### src/tlic_consts.svh
// Offsets, field positions, reset values and timing counts of the two-level interrupt controller.
`ifndef TLIC_CONSTS_SVH
`define TLIC_CONSTS_SVH

// ****************************************************************
// Register byte offsets
// ****************************************************************
`define TLIC_OFF_CTRL      12'h000
`define TLIC_OFF_RSTCTL    12'h004
`define TLIC_OFF_FLAG      12'h008
`define TLIC_OFF_ENABLE    12'h00C
`define TLIC_OFF_PRIO      12'h010
`define TLIC_OFF_PERIPH    12'h014
`define TLIC_OFF_CORE      12'h018
`define TLIC_OFF_STATUS    12'h01C

// ****************************************************************
// Field positions
// ****************************************************************
`define TLIC_BIT_HIGH_EN    7
`define TLIC_BIT_LOW_EN     6
`define TLIC_BIT_PMODE      7
`define TLIC_CORE_ACK       0
`define TLIC_CORE_RETURN    1
`define TLIC_CORE_IDLE      2
`define TLIC_ST_HIGH_ACT    0
`define TLIC_ST_LOW_ACT     1
`define TLIC_ST_REQ         2
`define TLIC_ST_WAKE        3
`define TLIC_ST_VEC_LSB     8
`define TLIC_ST_VEC_MSB     23

// ****************************************************************
// Vectors, reset values and timing
// ****************************************************************
`define TLIC_VEC_HIGH       16'h0008
`define TLIC_VEC_LOW        16'h0018
`define TLIC_CTRL_RESET     8'h00
`define TLIC_RSTCTL_RESET   8'h00
`define TLIC_RESP_OKAY      2'h0
`define TLIC_RESP_SLVERR    2'h2
`define TLIC_LAT_CYCLES     3

`endif

### src/tlic_pkg.sv
// Types shared by the two-level interrupt controller files.
package tlic_pkg;

  typedef struct packed {
    logic        req;
    logic        high;
    logic [15:0] vector;
  } tlic_irq_t;

  typedef struct packed {
    logic        valid;
    logic [11:0] addr;
  } tlic_addr_t;

  typedef enum logic [1:0] {
    TLIC_NONE,
    TLIC_LOW,
    TLIC_HIGH
  } tlic_level_t;

endpackage

### src/tlic_ctrl.sv
// Two-level priority interrupt controller with AXI4-Lite register access.
`timescale 1ns/1ps
`include "tlic_consts.svh"

// What this block does
// - High vectors 0008h, low vectors 0018h.
// - Priority mode: high preempts running low handler.
// - Each source has flag, enable, priority bit.
// - Reset-control bit 7 turns priority mode on.
// - Bit 7 enables high, bit 6 low.
// - Flag, enable, group enable set: vector now.
// - Reset selects compatibility; priority bits ignored.
// - Compatibility: bit 6 peripherals, bit 7 all.
// - Compatibility: every interrupt uses vector 0008h.
// - Accepting clears the governing enable bit.
// - Running high handler holds off low requests.
// - Accept pushes return address, loads vector.
// - Return instruction sets governing enable again.
// - Pin events raise the request in six cycles, pulse inputs in three.
// - Flags set regardless of any enable.
// - Cleared source enable blocks only that source.
// - Flags stay set until software clears.
module tlic_ctrl
  import tlic_pkg::*;
#(
  parameter int N_SRC = 8
) (
  input  wire logic             SYS_CLK,
  input  wire logic             RESET_N,
  input  wire logic [N_SRC-1:0] EVENT_PIN,
  input  wire logic [N_SRC-1:0] EVENT_PULSE,
  input  wire logic             CORE_ACK,
  input  wire logic             CORE_RETURN,
  input  wire logic             CORE_IDLE,
  input  wire logic [11:0]      S_AXI_AWADDR,
  input  wire logic             S_AXI_AWVALID,
  output logic                  S_AXI_AWREADY,
  input  wire logic [31:0]      S_AXI_WDATA,
  input  wire logic [3:0]       S_AXI_WSTRB,
  input  wire logic             S_AXI_WVALID,
  output logic                  S_AXI_WREADY,
  output logic [1:0]            S_AXI_BRESP,
  output logic                  S_AXI_BVALID,
  input  wire logic             S_AXI_BREADY,
  input  wire logic [11:0]      S_AXI_ARADDR,
  input  wire logic             S_AXI_ARVALID,
  output logic                  S_AXI_ARREADY,
  output logic [31:0]           S_AXI_RDATA,
  output logic [1:0]            S_AXI_RRESP,
  output logic                  S_AXI_RVALID,
  input  wire logic             S_AXI_RREADY,
  output logic                  IRQ_REQ,
  output logic                  IRQ_HIGH,
  output logic [15:0]           IRQ_VECTOR,
  output logic                  CORE_WAKE
);
  // ****************************************************************
  // Register state
  // ****************************************************************
  logic [7:0]       irq_control_reg;
  logic [7:0]       reset_control_reg;
  logic [N_SRC-1:0] flag;
  logic [N_SRC-1:0] enable;
  logic [N_SRC-1:0] prio;
  logic [N_SRC-1:0] periph;
  logic             high_active;
  logic             low_active;
  tlic_irq_t        irq;
  wire logic        priority_mode_enable = reset_control_reg[`TLIC_BIT_PMODE];
  wire logic        high_group_enable    = irq_control_reg[`TLIC_BIT_HIGH_EN];
  wire logic        low_group_enable     = irq_control_reg[`TLIC_BIT_LOW_EN];

  // ****************************************************************
  // Event capture
  // ****************************************************************
  // Pins pass two flops and a registered edge detector, adding the three cycles that
  // make pin-to-request latency six cycles against three for pulse inputs.
  logic [N_SRC-1:0] pin_edge;
  genvar gi;
  generate
    for (gi = 0; gi < N_SRC; gi++) begin : g_sync
      tlic_sync u_sync (
        .clk        (SYS_CLK),
        .rst_n      (RESET_N),
        .async_in   (EVENT_PIN[gi]),
        .edge_pulse (pin_edge[gi])
      );
    end
  endgenerate
  wire logic [N_SRC-1:0] set_evt     = pin_edge | EVENT_PULSE;
  wire logic             core_ack    = CORE_ACK;
  wire logic             core_return = CORE_RETURN;
  wire logic             core_idle   = CORE_IDLE;

  // ****************************************************************
  // Request formation
  // ****************************************************************
  wire logic [N_SRC-1:0] armed     = flag & enable;
  wire logic             any_armed = |armed;
  logic                  high_req;
  logic                  low_req;
  logic                  compat_req;
  tlic_level_t           take;

  always_comb begin
    high_req   = 1'b0;
    low_req    = 1'b0;
    compat_req = 1'b0;
    take       = TLIC_NONE;
    if (priority_mode_enable) begin
      high_req = high_group_enable && |(armed & prio);
      low_req  = low_group_enable && |(armed & ~prio) && !high_active;
      if (high_req && !high_active) begin
        take = TLIC_HIGH;
      end else if (low_req && !low_active) begin
        take = TLIC_LOW;
      end
    end else begin
      compat_req = high_group_enable &&
                   (|(armed & ~periph) || (low_group_enable && |(armed & periph)));
      if (compat_req && !high_active) begin
        take = TLIC_HIGH;
      end
    end
  end

  // ****************************************************************
  // Handler tracking and core request
  // ****************************************************************
  // The request holds until the core acknowledges, which is when the core
  // pushes its return address and loads the presented vector.
  always_ff @(posedge SYS_CLK or negedge RESET_N) begin
    if (!RESET_N) begin
      irq <= '0;
    end else if (irq.req) begin
      if (core_ack) begin
        irq <= '0;
      end
    end else if (take == TLIC_HIGH) begin
      irq.req    <= 1'b1;
      irq.high   <= 1'b1;
      irq.vector <= `TLIC_VEC_HIGH;
    end else if (take == TLIC_LOW) begin
      irq.req    <= 1'b1;
      irq.high   <= 1'b0;
      irq.vector <= `TLIC_VEC_LOW;
    end
  end

  always_ff @(posedge SYS_CLK or negedge RESET_N) begin
    if (!RESET_N) begin
      high_active <= 1'b0;
      low_active  <= 1'b0;
    end else if (irq.req && core_ack) begin
      if (irq.high) begin
        high_active <= 1'b1;
      end else begin
        low_active <= 1'b1;
      end
    end else if (core_return) begin
      if (high_active) begin
        high_active <= 1'b0;
      end else begin
        low_active <= 1'b0;
      end
    end
  end

  // ****************************************************************
  // AXI4-Lite slave
  // ****************************************************************
  tlic_addr_t aw;
  logic       w_held;
  logic [31:0] w_data;
  logic [3:0]  w_strb;
  logic        wr_hit;
  wire logic   wr_fire = aw.valid && w_held && !S_AXI_BVALID;

  always_ff @(posedge SYS_CLK or negedge RESET_N) begin
    if (!RESET_N) begin
      aw            <= '0;
      S_AXI_AWREADY <= 1'b1;
    end else if (S_AXI_AWVALID && S_AXI_AWREADY) begin
      aw.valid      <= 1'b1;
      aw.addr       <= S_AXI_AWADDR;
      S_AXI_AWREADY <= 1'b0;
    end else if (wr_fire) begin
      aw.valid      <= 1'b0;
    end else if (!aw.valid && !S_AXI_BVALID) begin
      S_AXI_AWREADY <= 1'b1;
    end
  end

  always_ff @(posedge SYS_CLK or negedge RESET_N) begin
    if (!RESET_N) begin
      w_held       <= 1'b0;
      w_data       <= 32'h0000_0000;
      w_strb       <= 4'h0;
      S_AXI_WREADY <= 1'b1;
    end else if (S_AXI_WVALID && S_AXI_WREADY) begin
      w_held       <= 1'b1;
      w_data       <= S_AXI_WDATA;
      w_strb       <= S_AXI_WSTRB;
      S_AXI_WREADY <= 1'b0;
    end else if (wr_fire) begin
      w_held       <= 1'b0;
    end else if (!w_held && !S_AXI_BVALID) begin
      S_AXI_WREADY <= 1'b1;
    end
  end

  always_comb begin
    case ({aw.addr[11:2], 2'b00})
      `TLIC_OFF_CTRL, `TLIC_OFF_RSTCTL, `TLIC_OFF_FLAG, `TLIC_OFF_ENABLE,
      `TLIC_OFF_PRIO, `TLIC_OFF_PERIPH: wr_hit = 1'b1;
      default: wr_hit = 1'b0;
    endcase
  end

  always_ff @(posedge SYS_CLK or negedge RESET_N) begin
    if (!RESET_N) begin
      S_AXI_BVALID <= 1'b0;
      S_AXI_BRESP  <= `TLIC_RESP_OKAY;
    end else if (wr_fire) begin
      S_AXI_BVALID <= 1'b1;
      S_AXI_BRESP  <= wr_hit ? `TLIC_RESP_OKAY : `TLIC_RESP_SLVERR;
    end else if (S_AXI_BREADY) begin
      S_AXI_BVALID <= 1'b0;
    end
  end

  wire logic wr_lane0  = wr_fire && w_strb[0];
  wire logic wr_ctrl   = wr_lane0 && ({aw.addr[11:2], 2'b00} == `TLIC_OFF_CTRL);
  wire logic wr_rstctl = wr_lane0 && ({aw.addr[11:2], 2'b00} == `TLIC_OFF_RSTCTL);
  wire logic wr_flag   = wr_lane0 && ({aw.addr[11:2], 2'b00} == `TLIC_OFF_FLAG);

  // ****************************************************************
  // Control registers
  // ****************************************************************
  // Hardware edits of the enable bits win over a software write in the same
  // cycle only for the bit they touch, so a write never loses an accept or a return.
  logic [7:0] next_ctrl;
  always_comb begin
    next_ctrl = wr_ctrl ? w_data[7:0] : irq_control_reg;
    if (irq.req && core_ack) begin
      if (!priority_mode_enable || irq.high) begin
        next_ctrl[`TLIC_BIT_HIGH_EN] = 1'b0;
      end else begin
        next_ctrl[`TLIC_BIT_LOW_EN] = 1'b0;
      end
    end else if (core_return) begin
      if (!priority_mode_enable || high_active) begin
        next_ctrl[`TLIC_BIT_HIGH_EN] = 1'b1;
      end else begin
        next_ctrl[`TLIC_BIT_LOW_EN] = 1'b1;
      end
    end
  end

  always_ff @(posedge SYS_CLK or negedge RESET_N) begin
    if (!RESET_N) begin
      irq_control_reg <= `TLIC_CTRL_RESET;
    end else begin
      irq_control_reg <= next_ctrl;
    end
  end

  always_ff @(posedge SYS_CLK or negedge RESET_N) begin
    if (!RESET_N) begin
      reset_control_reg <= `TLIC_RSTCTL_RESET;
    end else if (wr_rstctl) begin
      reset_control_reg <= w_data[7:0];
    end
  end

  // A write of zero clears a flag; a same-cycle event still sets it.
  always_ff @(posedge SYS_CLK or negedge RESET_N) begin
    if (!RESET_N) begin
      flag <= '0;
    end else begin
      flag <= (wr_flag ? (flag & w_data[N_SRC-1:0]) : flag) | set_evt;
    end
  end

  always_ff @(posedge SYS_CLK or negedge RESET_N) begin
    if (!RESET_N) begin
      enable <= '0;
      prio   <= '0;
      periph <= '0;
    end else if (wr_lane0) begin
      case ({aw.addr[11:2], 2'b00})
        `TLIC_OFF_ENABLE: enable <= w_data[N_SRC-1:0];
        `TLIC_OFF_PRIO:   prio   <= w_data[N_SRC-1:0];
        `TLIC_OFF_PERIPH: periph <= w_data[N_SRC-1:0];
        default:          enable <= enable;
      endcase
    end
  end

  // ****************************************************************
  // Read channel
  // ****************************************************************
  logic [31:0] rd_word;
  logic        rd_hit;
  always_comb begin
    rd_word = 32'h0000_0000;
    rd_hit  = 1'b1;
    case ({S_AXI_ARADDR[11:2], 2'b00})
      `TLIC_OFF_CTRL:   rd_word[7:0] = irq_control_reg;
      `TLIC_OFF_RSTCTL: rd_word[7:0] = reset_control_reg;
      `TLIC_OFF_FLAG:   rd_word[N_SRC-1:0] = flag;
      `TLIC_OFF_ENABLE: rd_word[N_SRC-1:0] = enable;
      `TLIC_OFF_PRIO:   rd_word[N_SRC-1:0] = prio;
      `TLIC_OFF_PERIPH: rd_word[N_SRC-1:0] = periph;
      `TLIC_OFF_STATUS: begin
        rd_word[`TLIC_ST_HIGH_ACT] = high_active;
        rd_word[`TLIC_ST_LOW_ACT]  = low_active;
        rd_word[`TLIC_ST_REQ]      = irq.req;
        rd_word[`TLIC_ST_WAKE]     = CORE_WAKE;
        rd_word[`TLIC_ST_VEC_MSB:`TLIC_ST_VEC_LSB] = irq.vector;
      end
      default: rd_hit = 1'b0;
    endcase
  end

  always_ff @(posedge SYS_CLK or negedge RESET_N) begin
    if (!RESET_N) begin
      S_AXI_ARREADY <= 1'b1;
      S_AXI_RVALID  <= 1'b0;
      S_AXI_RDATA   <= 32'h0000_0000;
      S_AXI_RRESP   <= `TLIC_RESP_OKAY;
    end else if (S_AXI_ARVALID && S_AXI_ARREADY) begin
      S_AXI_ARREADY <= 1'b0;
      S_AXI_RVALID  <= 1'b1;
      S_AXI_RDATA   <= rd_word;
      S_AXI_RRESP   <= rd_hit ? `TLIC_RESP_OKAY : `TLIC_RESP_SLVERR;
    end else if (S_AXI_RVALID && S_AXI_RREADY) begin
      S_AXI_RVALID  <= 1'b0;
      S_AXI_ARREADY <= 1'b1;
    end
  end

  // ****************************************************************
  // Core-facing outputs
  // ****************************************************************
  always_ff @(posedge SYS_CLK or negedge RESET_N) begin
    if (!RESET_N) begin
      IRQ_REQ    <= 1'b0;
      IRQ_HIGH   <= 1'b0;
      IRQ_VECTOR <= 16'h0000;
    end else begin
      IRQ_REQ    <= irq.req && !(core_ack && IRQ_REQ);
      IRQ_HIGH   <= irq.high;
      IRQ_VECTOR <= irq.vector;
    end
  end

  // Wake does not wait for the group enables; it needs an idle core and an armed source.
  always_ff @(posedge SYS_CLK or negedge RESET_N) begin
    if (!RESET_N) begin
      CORE_WAKE <= 1'b0;
    end else begin
      CORE_WAKE <= core_idle && any_armed;
    end
  end

endmodule // tlic_ctrl

### src/tlic_sync.sv
// Two-flop synchroniser with rising-edge detection for one external event line.
`timescale 1ns/1ps
module tlic_sync (
  input  wire logic clk,
  input  wire logic rst_n,
  input  wire logic async_in,
  output logic      edge_pulse
);
  logic meta;
  logic stable;
  logic stable_d;

  always_ff @(posedge clk or negedge rst_n) begin
    if (!rst_n) begin
      meta     <= 1'b0;
      stable   <= 1'b0;
      stable_d <= 1'b0;
    end else begin
      meta     <= async_in;
      stable   <= meta;
      stable_d <= stable;
    end
  end

  always_ff @(posedge clk or negedge rst_n) begin
    if (!rst_n) begin
      edge_pulse <= 1'b0;
    end else begin
      edge_pulse <= stable & ~stable_d;
    end
  end
endmodule // tlic_sync

### config.mk
export PLATFORM = sky130hd
export DESIGN_NAME = tlic_ctrl
export DESIGN_NICKNAME = d
export VERILOG_FILES = /design/src/tlic_pkg.sv /design/src/tlic_ctrl.sv /design/src/tlic_sync.sv
export VERILOG_INCLUDE_DIRS = /design/src
export SDC_FILE = /design/constraint.sdc
export NUM_CORES = 1
export LEC_CHECK = 0
export BUFFER_PORTS_ARGS = -buffer_cell sky130_fd_sc_hd__clkbuf_2
export CORE_MARGIN = 2
export CORE_UTILIZATION = 40
export CTS_BUF_LIST = sky130_fd_sc_hd__clkbuf_8
export CTS_CLUSTER_DIAMETER = 80
export DETAILED_ROUTE_END_ITERATION = 7
export GPL_TIMING_DRIVEN = 0
export PLACE_DENSITY_LB_ADDON = 0.1
export SYNTH_ARGS = -nofsm -noshare
export SYNTH_HDL_FRONTEND = slang
export SYNTH_SLANG_ARGS = --single-unit
### constraint.sdc
create_clock -name SYS_CLK -period 2.17 [get_ports SYS_CLK]
set_input_delay 0.434 -clock SYS_CLK [delete_from_list [all_inputs] [get_ports SYS_CLK]]
set_output_delay 0.434 -clock SYS_CLK [all_outputs]
set_load 0.02 [all_outputs]
=== Word-level counts from Yosys, hierarchy flattened ===
Index checks and enable logic that the tools add are counted.
Widths: inputs -> output; s select.

* Flip-flop bits (word level): 175
* Output and inout port bits: 60
* Word-level logic and storage cells: 210

* Equal/unequal tests: 19
* Mux-type cells: 45
* Bitwise operators: 26
* Reduce and logical (&&, ||, !) cells: 59

{| class="wikitable"
|+ Operators with widths
! operator !! count
|-
| $mux 18 || 4
|-
| $eq 10x3->1 const B || 5
|-
| $and 8x8->8 || 6
|-
| $eq 10x2->1 const B || 4
|-
| $reduce_or 8->1 || 5
|-
| $mux 1 || 29
|-
| $pmux 4 s7 || 1
|-
| $logic_and 1x1->1 || 24
|-
| $pmux 4 s6 || 1
|-
| $eq 10x1->1 const B || 2
|-
| $logic_not 10->1 || 2
|-
| $mux 16 || 1
|-
| $mux 8 || 2
|-
| $not 8->8 || 2
|-
| $or 8x8->8 || 2
|-
| $mux 2 || 7
|-
| $reduce_and 2->1 || 7
|-
| $reduce_bool 2->1 || 7
|-
| $and 1x1->1 || 8
|-
| $not 1->1 || 8
|-
| $logic_not 1->1 || 7
|-
| $reduce_or 7->1 || 1
|-
| $ne 2x1->1 const B || 3
|-
| $ne 2x2->1 const B || 3
|-
| other kinds (6) || 8
|}

=== Longest topological paths before layout ===
Gate-level depths: netlist of the first run.

* Depth in word-level cells: 13
* Gate-level depth with buffers: 10
* Gate-level depth less buffers: 10

=== Cells and area by module ===
From an unflattened synthesis of the first run, not the netlist that was laid out.

* Cells, all modules: 455
* Area, all modules: 5814.3 sq um

{| class="wikitable"
|+ By module, submodules not included
! module !! instances !! cells each !! area each (sq um) !! sequential area each (sq um)
|-
| tlic_ctrl || 1 || 415 || 4903.5 || 2456.1
|-
| tlic_sync || 8 || 5 || 113.9 || 100.1
|}

=== Worst setup path after synthesis of the first run ===
Ideal clock, no wire load.

* Path type: reg2reg
* Start point: register aw[9] (netlist bit)
* End point: register enable[0]
* Setup time: 125 ps
* Data arrival time: 2095 ps
* Data required time: 2045 ps
* Setup slack: -49 ps
* Stages on the path, launching flop included: 5
* Clock period less this slack: 2219 ps
* Cell sequence: dfrtp_1 > or4_4 > or3_4 > nor4b_4 > mux2_2

* Longest elaborated chain between the ends: 2

{| class="wikitable"
|+ RTL lines
! item !! RTL line !! RTL
|-
| start: declaration || tlic_ctrl.sv:172 || <nowiki>tlic_addr_t aw;</nowiki>
|-
| $eq 10x2->1 || tlic_ctrl.sv:291 || <nowiki>case ({aw.addr[11:2], 2'b00})</nowiki>
|-
| $reduce_and 2->1 (no line) || -- ||
|-
| end signal: assignment || tlic_ctrl.sv:292 || <nowiki>`TLIC_OFF_ENABLE: enable <= w_data[N_SRC-1:0];</nowiki>
|-
| end signal: assignment || tlic_ctrl.sv:295 || <nowiki>default: enable <= enable;</nowiki>
|-
| end: declaration || tlic_ctrl.sv:63 || <nowiki>logic [N_SRC-1:0] enable;</nowiki>
|}

No other way between the ends.
A chain may end at the register's enable or synchronous reset.

=== Final worst setup path of the first run ===
* Start point: register aw[9] (netlist bit)
* End point: register reset_control_reg[6]

* Longest elaborated chain between the ends: 2

{| class="wikitable"
|+ RTL lines
! item !! RTL line !! RTL
|-
| $eq 10x1->1 || -- ||
|-
| $logic_and 1x1->1 || tlic_ctrl.sv:234 || <nowiki>wire logic wr_rstctl = wr_lane0 && ({aw.addr[11:2], 2'b00} == `TLIC_OFF_RSTCTL);</nowiki>
|-
| end signal: assignment || tlic_ctrl.sv:270 || <nowiki>reset_control_reg <= `TLIC_RSTCTL_RESET;</nowiki>
|-
| end signal: assignment || tlic_ctrl.sv:272 || <nowiki>reset_control_reg <= w_data[7:0];</nowiki>
|-
| end: declaration || tlic_ctrl.sv:61 || <nowiki>logic [7:0] reset_control_reg;</nowiki>
|}

No other way between the ends.

==> results of run 1 <==
-- power groups by stage --
stage          clock network, µW  registers [µW]  logic, µW
2_1_floorplan                  0            3170        698
3_3_place_gp                   0            3200       1050
3_5_place_dp                   0            3220       1090
4_1_cts                     2130            3180       1120
5_1_grt                     2250            3250       1270
6_report                    2080            3180       1140
-- layer usage --
metal  track usage  up-vias  wire length, µm
met1         0.240     1893             5800
met2         0.278      141             5650
met5             0        -                0
li1              -     1895                -
met3        0.0540       21              878
met4        0.0717        0              265
-- area by class of cell --
type | count | area, µm²
plain buffers | 49 | 325
clock buffers | 18 | 248
clock inverters | 14 | 153
fillers | 1253 | 6740
inverters | 11 | 41.3
multi-input cells | 300 | 2240
flip-flops and latches | 130 | 3270
well taps | 180 | 225
repair buffers | 107 | 636
-- cells in the final DEF, fill, tap and decap left out, drive strengths merged, types with 2 or more instances in the layout --
master,count
nor3,5
a22o,5
o22ai,4
nand2,42
o21ai,29
a21oi,7
dfrtp,127
inv,16
dfstp,3
o221ai,3
nor2b,12
mux2,59
ha,3
nor3b,2
nand3b,2
clkbuf,116
and2,3
o22a,3
nor4,3
mux2i,17
bufinv,2
a22oi,2
or4,2
mux4,4
or3,2
conb,24
o21a,4
buf,57
a221oi,3
clkinvlp,4
nand4,7
clkinv,3
nor2,23
nand3,20
-- worst min path at each step --
| stage | endpoint | start | cells past startpoint | slack, ns |
|---|---|---|---|---|
| floorplan | CORE_WAKE | RESET_N | 0 | 0.14 |
| finish | g_sync[6].u_sync.meta | EVENT_PIN[6] | 1 | 0.09 |
| global route | g_sync[0].u_sync.meta | EVENT_PIN[0] | 1 | 0.05 |
| CTS | g_sync[0].u_sync.meta | EVENT_PIN[0] | 1 | 0.06 |
| global placement | g_sync[4].u_sync.stable | g_sync[4].u_sync.meta | 0 | 0.33 |
| detailed placement | g_sync[3].u_sync.stable | g_sync[3].u_sync.meta | 0 | 0.34 |
-- what timing repair did --
item	CTS	global route
buffers inserted	7	9
pin swaps	4	4
hold buffers	1	0
endpoints found under the setup margin	44	43
hold endpoints to repair	49	0
gates resized for setup	21	24
-- kinds of logic after synthesis --
logic type	Yosys count
buffers and inverters	60
AO/OA/AOI/OAI	66
flip-flops	130
adder cells (fa/ha/maj)	3
AND/OR/NAND/NOR	127
multiplexers	80
other	1
-- through the flow --
step	setup slack, ns	TNS (ns)	util
after global routing	-0.255	-5.56	0.514
after detailed placement	-0.329	-9.78	0.466
final	-0.172	-3.28	0.514
after global placement	-1.32	-176.85	0.463
after CTS	-0.173	-2.99	0.505
after floorplan	-0.0494	-0.672	-
==> results.txt, run 1 <==
mux contribution to synthesized area: 0.163
Adder-Cell Fraction of Synth Area: 0.00663
most common cell in the netlist: dfrtp_1
Reg clk slew, reported paths: 0.08 ns
CP max stage delay: 0.55 ns
max cap viols: 0
Critical Path, Cell by Cell: or4_4 -> buf_6 -> or3_4 -> buf_12 -> nor4_4 -> buf_4 -> mux2_4
r2r endpoint: reset_control_reg[6]
EDFF count, synth: 0
clk buf depth: 2
fin crit period: 2.34 ns
Routed WL: 12600 µm
largest family of logic cells by synthesized area: multiplexers
reg-to-reg critical path startpoint: aw[9]
failing checks: setup timing
largest cells by area after synthesis: dfrtp_1, mux2_2, buf_4, mux2i_1, nand2_1
r2r worst-path depth: 7
Final Setup Violations: 29
worst vdd ir: 0.566 mV
row cnt: 43
synth warn: 0
DRC violations left: 0
number of global-route vias before repair: 3950
Initial Utilization: 0.408
DP Area: 6470 µm²
placer congestion estimate: 0.832
LEAKAGE: 0.00345 µW
Synth top cells by count: dfrtp_1, mux2_2, nand2_1
CTS tree: built
Post-Synth Simple-Gate Area: 0.115
worst slew pin tran: 0.631 ns
max frequency: 0.427 GHz
fraction of layout cells with a size suffix above 1: 0.434
slowest CP cell: or4_4
Seq/Total Area, Yosys: 0.575
Comb power frac: 0.179
post-synthesis average cell area: 12.1 µm²
status: finished with violations
final hold slack: 0.0878 ns
Synth Area in Compound Gates: 0.0749
post-route cell area: 7140 µm²
CP max FO: 4
worst-skew pair later-pin latency: 0.45 ns
Top Family by Delay on Critical Path: simple AND/OR/NAND/NOR gates
RSZ-0062 raised after global routing: true
Cells after DPL: 760
CORE AREA: 13900 µm²
startpoint type of the worst setup path: register
Top FF cell, synth: dfrtp_1
CTS H-tree lvls: 4
Die Y: 123 µm
total clock sinks: 130
Worst Setup SP: aw[9]
sequential share of power: 0.496
largest net degree at the start of global routing: 80
vias: 3950
Synth Instances: 467
final worst slack: -0.172 ns
detailed-placement wirelength estimate: 8950 µm
Internal: 4420 µW
switching share of power: 0.309
grt ovf: 0
Synth async-reset ratio: 1.00
fin nets: 705
Post-Synth XOR/XNOR Area: 0
WP data required: 2.50 ns
power per standard cell area: 896 nW/µm²
Via density: 4.88
CP endpoint kind: register
clk root buf: clkbuf_8
setup slack, reg-to-reg: -0.17 ns
Clock Skews: 0.00944 ns
antenna diode count: 0
Distinct cells, synth: 46
Hold Crit Class: in -> reg
Clock Power Share: 0.325
Post-Syn Area: 5670 µm²
Total GRT Usage: 0.181
Final Cycle Share: 1.08
io pins: 146
Setup CP Type: reg -> reg
CP bufs+invs: 3
Die W: 123 µm
#FFs+latches synth: 130
stages on the worst setup path: 7
initial antenna violation count: 0
initial DRC count: 234
post-DR wirelength/cell: 15.6 µm
Port-buffer cells: 89
Rel. slew slack: 0.579
Max Slew Vio Count: 0
Largest regs: S_AXI_RDATA: 11 flops, aw: 11 flops
Final Hold Fails: 0
P_sw: 1980 µW
die area: 15100 µm²
non-filler cells, final: 809
worst setup path end: reset_control_reg[6]
post-synth top area cell: dfrtp_1
total power: 6400 µW
share of the synthesized area in the top cell type: 0.561
first-pass GRT wire length: 20500 µm
CP arrival: 2.67 ns
Area growth syn-to-layout: 26.0%
DR pass1 iterations: 4
TritonCTS Buffers: 17
DRT antenna net count: 0
Power figures use the tool's default switching activity.
==> run 2, diff against run 1 <==
--- a/config.mk
+++ b/config.mk
@@ -14,6 +14,7 @@
 export DETAILED_ROUTE_END_ITERATION = 7
 export GPL_TIMING_DRIVEN = 0
 export PLACE_DENSITY_LB_ADDON = 0.1
+export RECOVER_POWER = 100
 export SYNTH_ARGS = -nofsm -noshare
 export SYNTH_HDL_FRONTEND = slang
 export SYNTH_SLANG_ARGS = --single-unit
==> results.txt, run 2 (synthesis results as in run 1) <==
Reg clk slew, reported paths: 0.08 ns
switching share of power: 0.310
P_sw: 1980 µW
row cnt: 43
Hold Crit Class: in -> reg
die area: 15100 µm²
Final Cycle Share: 1.08
CP max stage delay: 0.55 ns
Internal: 4390 µW
Area growth syn-to-layout: 25.0%
CORE AREA: 13900 µm²
antenna diode count: 0
Port-buffer cells: 89
first-pass GRT wire length: 20500 µm
Clock Skews: 0.00531 ns
Critical Path, Cell by Cell: or4_4 -> buf_6 -> or3_4 -> buf_12 -> nor4_4 -> buf_4 -> mux2_4
Comb power frac: 0.175
worst vdd ir: 0.565 mV
slowest CP cell: or4_4
worst-skew pair later-pin latency: 0.45 ns
Clock Power Share: 0.326
initial antenna violation count: 0
largest net degree at the start of global routing: 80
clk root buf: clkbuf_8
Rel. slew slack: 0.145
worst slew pin tran: 1.28 ns
CP endpoint kind: register
Final Setup Violations: 26
total clock sinks: 130
most frequent cells in the layout: dfrtp_1, clkbuf_2, mux2_2, nand2_1
clk buf depth: 2
fin nets: 705
post-DR wirelength/cell: 15.6 µm
CP arrival: 2.67 ns
LEAKAGE: 0.00335 µW
Setup CP Type: reg -> reg
DRT antenna net count: 0
Max Slew Vio Count: 0
placer congestion estimate: 0.832
Routed WL: 12700 µm
number of global-route vias before repair: 3950
initial DRC count: 237
most common cell after layout, fill and taps aside: dfrtp_1
status: finished with violations
sequential share of power: 0.498
WP data required: 2.50 ns
detailed-placement wirelength estimate: 8950 µm
fraction of layout cells with a size suffix above 1: 0.388
DRC violations left: 0
grt ovf: 0
Die Y: 123 µm
io pins: 146
Final Hold Fails: 0
max frequency: 0.427 GHz
Largest regs: S_AXI_RDATA: 11 flops, aw: 11 flops
Initial Utilization: 0.408
final worst slack: -0.169 ns
startpoint type of the worst setup path: register
Via density: 4.92
fin crit period: 2.34 ns
RSZ-0062 raised after global routing: true
total power: 6370 µW
vias: 3982
failing checks: setup timing
CTS H-tree lvls: 4
TritonCTS Buffers: 17
power per standard cell area: 900 nW/µm²
DR pass1 iterations: 4
utilization after layout: 0.510
Total GRT Usage: 0.181
CTS tree: built
worst slack at placement: -0.329 ns
CP max FO: 4
Die W: 123 µm
max cap viols: 0
-- run 2: final timing paths --
check	startpoint	to	slack, ns	cells past startpoint
min in group asynchronous	RESET_N	IRQ_VECTOR[3]	0.79	2
hold reg to reg	g_sync[3].u_sync.meta	g_sync[3].u_sync.stable	0.35	0
setup reg to reg	aw[9]	reset_control_reg[6]	-0.17	7
hold / removal	EVENT_PIN[6]	g_sync[6].u_sync.meta	0.09	1
max in group asynchronous	RESET_N	flag[7]	0.34	3
setup / recovery	aw[9]	reset_control_reg[6]	-0.17	7
-- run 2: final cells by class --
class                   count  area, µm²
plain buffers              49        325
clock buffers              18        248
clock inverters            14        153
fillers                  1274       6800
inverters                  11       41.3
multi-input cells         300       2230
flip-flops and latches    130       3270
well taps                 180        225
repair buffers            107        584
-- run 2: power groups by stage --
stage	Clock, µW	Sequential (µW)	Combinational (µW)
after floorplan	0	3170	698
after global placement	0	3200	1050
after detailed placement	0	3220	1090
after CTS	2130	3180	1120
after global routing	2250	3240	1240
final	2080	3180	1120
-- run 2: repair_timing --
item,in CTS,in global routing
endpoints found under the hold margin,49,0
gates resized for setup,21,24
endpoints found under the setup margin,44,43
gates cloned,0,0
hold buffers,1,0
pin swaps,4,4
buffers inserted,7,9
-- run 2: critical path: cells and delay by family, from the launching register on --
kind,cells,cell delay [ns]
buffers and inverters,3,0.47
AND/OR/NAND/NOR,3,1.07
flip-flops,1,0.38
multiplexers,1,0.30
-- run 2: per-layer routing --
metal	vias up	routed length (µm)	track usage
li1	1891	-	-
met1	1921	5850	0.240
met2	148	5630	0.278
met3	22	923	0.0540
met4	0	259	0.0717
met5	-	0	0
-- run 2: metrics by stage --
stage	hold slack, ns	instance area (µm²)	instances	setup TNS (ns)
after global routing	0.0482	7080	809	-5.82
after floorplan	0.138	5760	490	-0.672
after CTS	0.0626	7010	800	-2.99
final	0.0857	7080	809	-3.32
after detailed placement	0.336	6470	760	-9.78
after global placement	0.332	6430	759	-176.85
==> run 3, diff against run 2 <==
--- a/config.mk
+++ b/config.mk
@@ -7,14 +7,16 @@
 export NUM_CORES = 1
 export LEC_CHECK = 0
 export BUFFER_PORTS_ARGS = -buffer_cell sky130_fd_sc_hd__clkbuf_2
+export CORE_ASPECT_RATIO = 1.1
 export CORE_MARGIN = 2
 export CORE_UTILIZATION = 40
 export CTS_BUF_LIST = sky130_fd_sc_hd__clkbuf_8
 export CTS_CLUSTER_DIAMETER = 80
 export DETAILED_ROUTE_END_ITERATION = 7
-export GPL_TIMING_DRIVEN = 0
+export GPL_TIMING_DRIVEN = 1
 export PLACE_DENSITY_LB_ADDON = 0.1
 export RECOVER_POWER = 100
+export SLEW_MARGIN = 20
 export SYNTH_ARGS = -nofsm -noshare
 export SYNTH_HDL_FRONTEND = slang
 export SYNTH_SLANG_ARGS = --single-unit
==> results.txt, run 3 (synthesis results as in run 1) <==
status: finished with violations
failing checks: setup timing
WP data required: 2.48 ns
Initial Utilization: 0.409
clk root buf: clkbuf_8
row cnt: 45
number of global-route vias before repair: 3932
TritonCTS Buffers: 17
Final Setup Violations: 8
worst slew pin tran: 1.23 ns
LEAKAGE: 0.00331 µW
r2r worst-path depth: 5
CTS tree: built
initial antenna violation count: 0
power per standard cell area: 880 nW/µm²
Die Y: 129 µm
fraction of layout cells with a size suffix above 1: 0.373
startpoint type of the worst setup path: register
Hold Crit Depth: 1
CTS H-tree lvls: 4
Port-buffer cells: 90
Total GRT Usage: 0.173
io pins: 146
CP max FO: 8
Final Cycle Share: 1.01
CP endpoint kind: register
detailed-placement wirelength estimate: 9240 µm
final worst slack: -0.0164 ns
reg-to-reg critical path startpoint: aw[9]
hold endpoint: g_sync[3].u_sync.meta
vias: 3970
DRT antenna net count: 0
Routed WL: 12600 µm
CORE AREA: 13900 µm²
initial DRC count: 215
Via density: 4.94
DR pass1 iterations: 4
CP arrival: 2.49 ns
largest net degree at the start of global routing: 44
final hold slack: 0.107 ns
fin nets: 692
Setup CP Type: reg -> reg
total power: 6190 µW
placer congestion estimate: 0.894
die area: 15100 µm²
grt ovf: 0
Hold Crit Class: in -> reg
antenna diode count: 0
setup slack, reg-to-reg: -0.02 ns
Worst Min Path Start: EVENT_PIN[3]
first-pass GRT wire length: 20300 µm
Final Hold Fails: 0
most frequent cells in the layout: dfrtp_1, clkbuf_2, mux2_2, buf_4, nand2_1
Clock Skews: 0.0130 ns
max frequency: 0.457 GHz
Area growth syn-to-layout: 24.1%
DRC violations left: 0
worst vdd ir: 0.543 mV
fin crit period: 2.19 ns
Largest regs: S_AXI_RDATA: 11 flops, aw: 11 flops
utilization after layout: 0.507
max cap viols: 0
r2r endpoint: enable[4]
most common cell after layout, fill and taps aside: dfrtp_1
post-DR wirelength/cell: 15.6 µm
total clock sinks: 130
Reg clk slew, reported paths: 0.08 ns
Die W: 117 µm
RSZ-0062 raised after global routing: true
worst-skew pair later-pin latency: 0.43 ns
Max Slew Vio Count: 0
clk buf depth: 2
Rel. slew slack: 0.179
## run 3: worst max path at each step
stage	start	to	slack, ns	cells past startpoint
after floorplan	aw[9]	enable[0]	-0.05	4
after global placement	flag[3]	irq[4]	-0.15	9
after detailed placement	flag[3]	irq[4]	-0.23	9
after CTS	aw[9]	enable[4]	-0.03	5
after global routing	flag[5]	irq[4]	-0.08	10
final	aw[9]	enable[4]	-0.02	5
## run 3: final cells by class
| class | count | area [µm²] |
|---|---|---|
| timing repair buffer | 143 | 857 |
| fill | 1301 | 6820 |
| sequential | 130 | 3260 |
| clock buffer | 18 | 248 |
| tap | 188 | 235 |
| inverter | 11 | 41.3 |
| clock inverter | 14 | 118 |
| multi-input combinational | 300 | 2270 |
## run 3: per-layer routing
metal,wire (µm),track usage
met3,650,0.0488
met2,6060,0.287
met4,248,0.0638
met5,0,0
met1,5610,0.219
## run 3: stage by stage
step                      setup slack, ns  instances  TNS (ns)  area (µm²)
after CTS                         -0.0284        804    -0.199        7020
final                             -0.0164        804   -0.0815        7030
after global routing              -0.0778        804    -0.653        7030
after floorplan                   -0.0494        490    -0.672        5760
after global placement             -0.151        769    -0.941        6560
after detailed placement           -0.226        769     -1.73        6560
## run 3: what timing repair did
item,4_1_cts,5_1_grt
setup buffers,2,0
cloned,0,0
pin swaps,11,10
hold buffers,1,0
hold endpoints to repair,20,0
gates resized for setup,21,14
setup endpoints to repair,28,25
## run 3: worst max-delay path: stages, from the launching register on
cell	delay [ns]
dfrtp_1	0.38
or4_4	0.54
or3_4	0.38
nor4b_4	0.27
buf_12	0.19
mux2_4	0.30
## run 3: where the power goes
part / switching [µW] / internal, µW / total, µW
logic: 579 / 559 / 1140
registers: 384 / 2800 / 3180
clock network: 942 / 927 / 1870
total: 1910 / 4280 / 6190
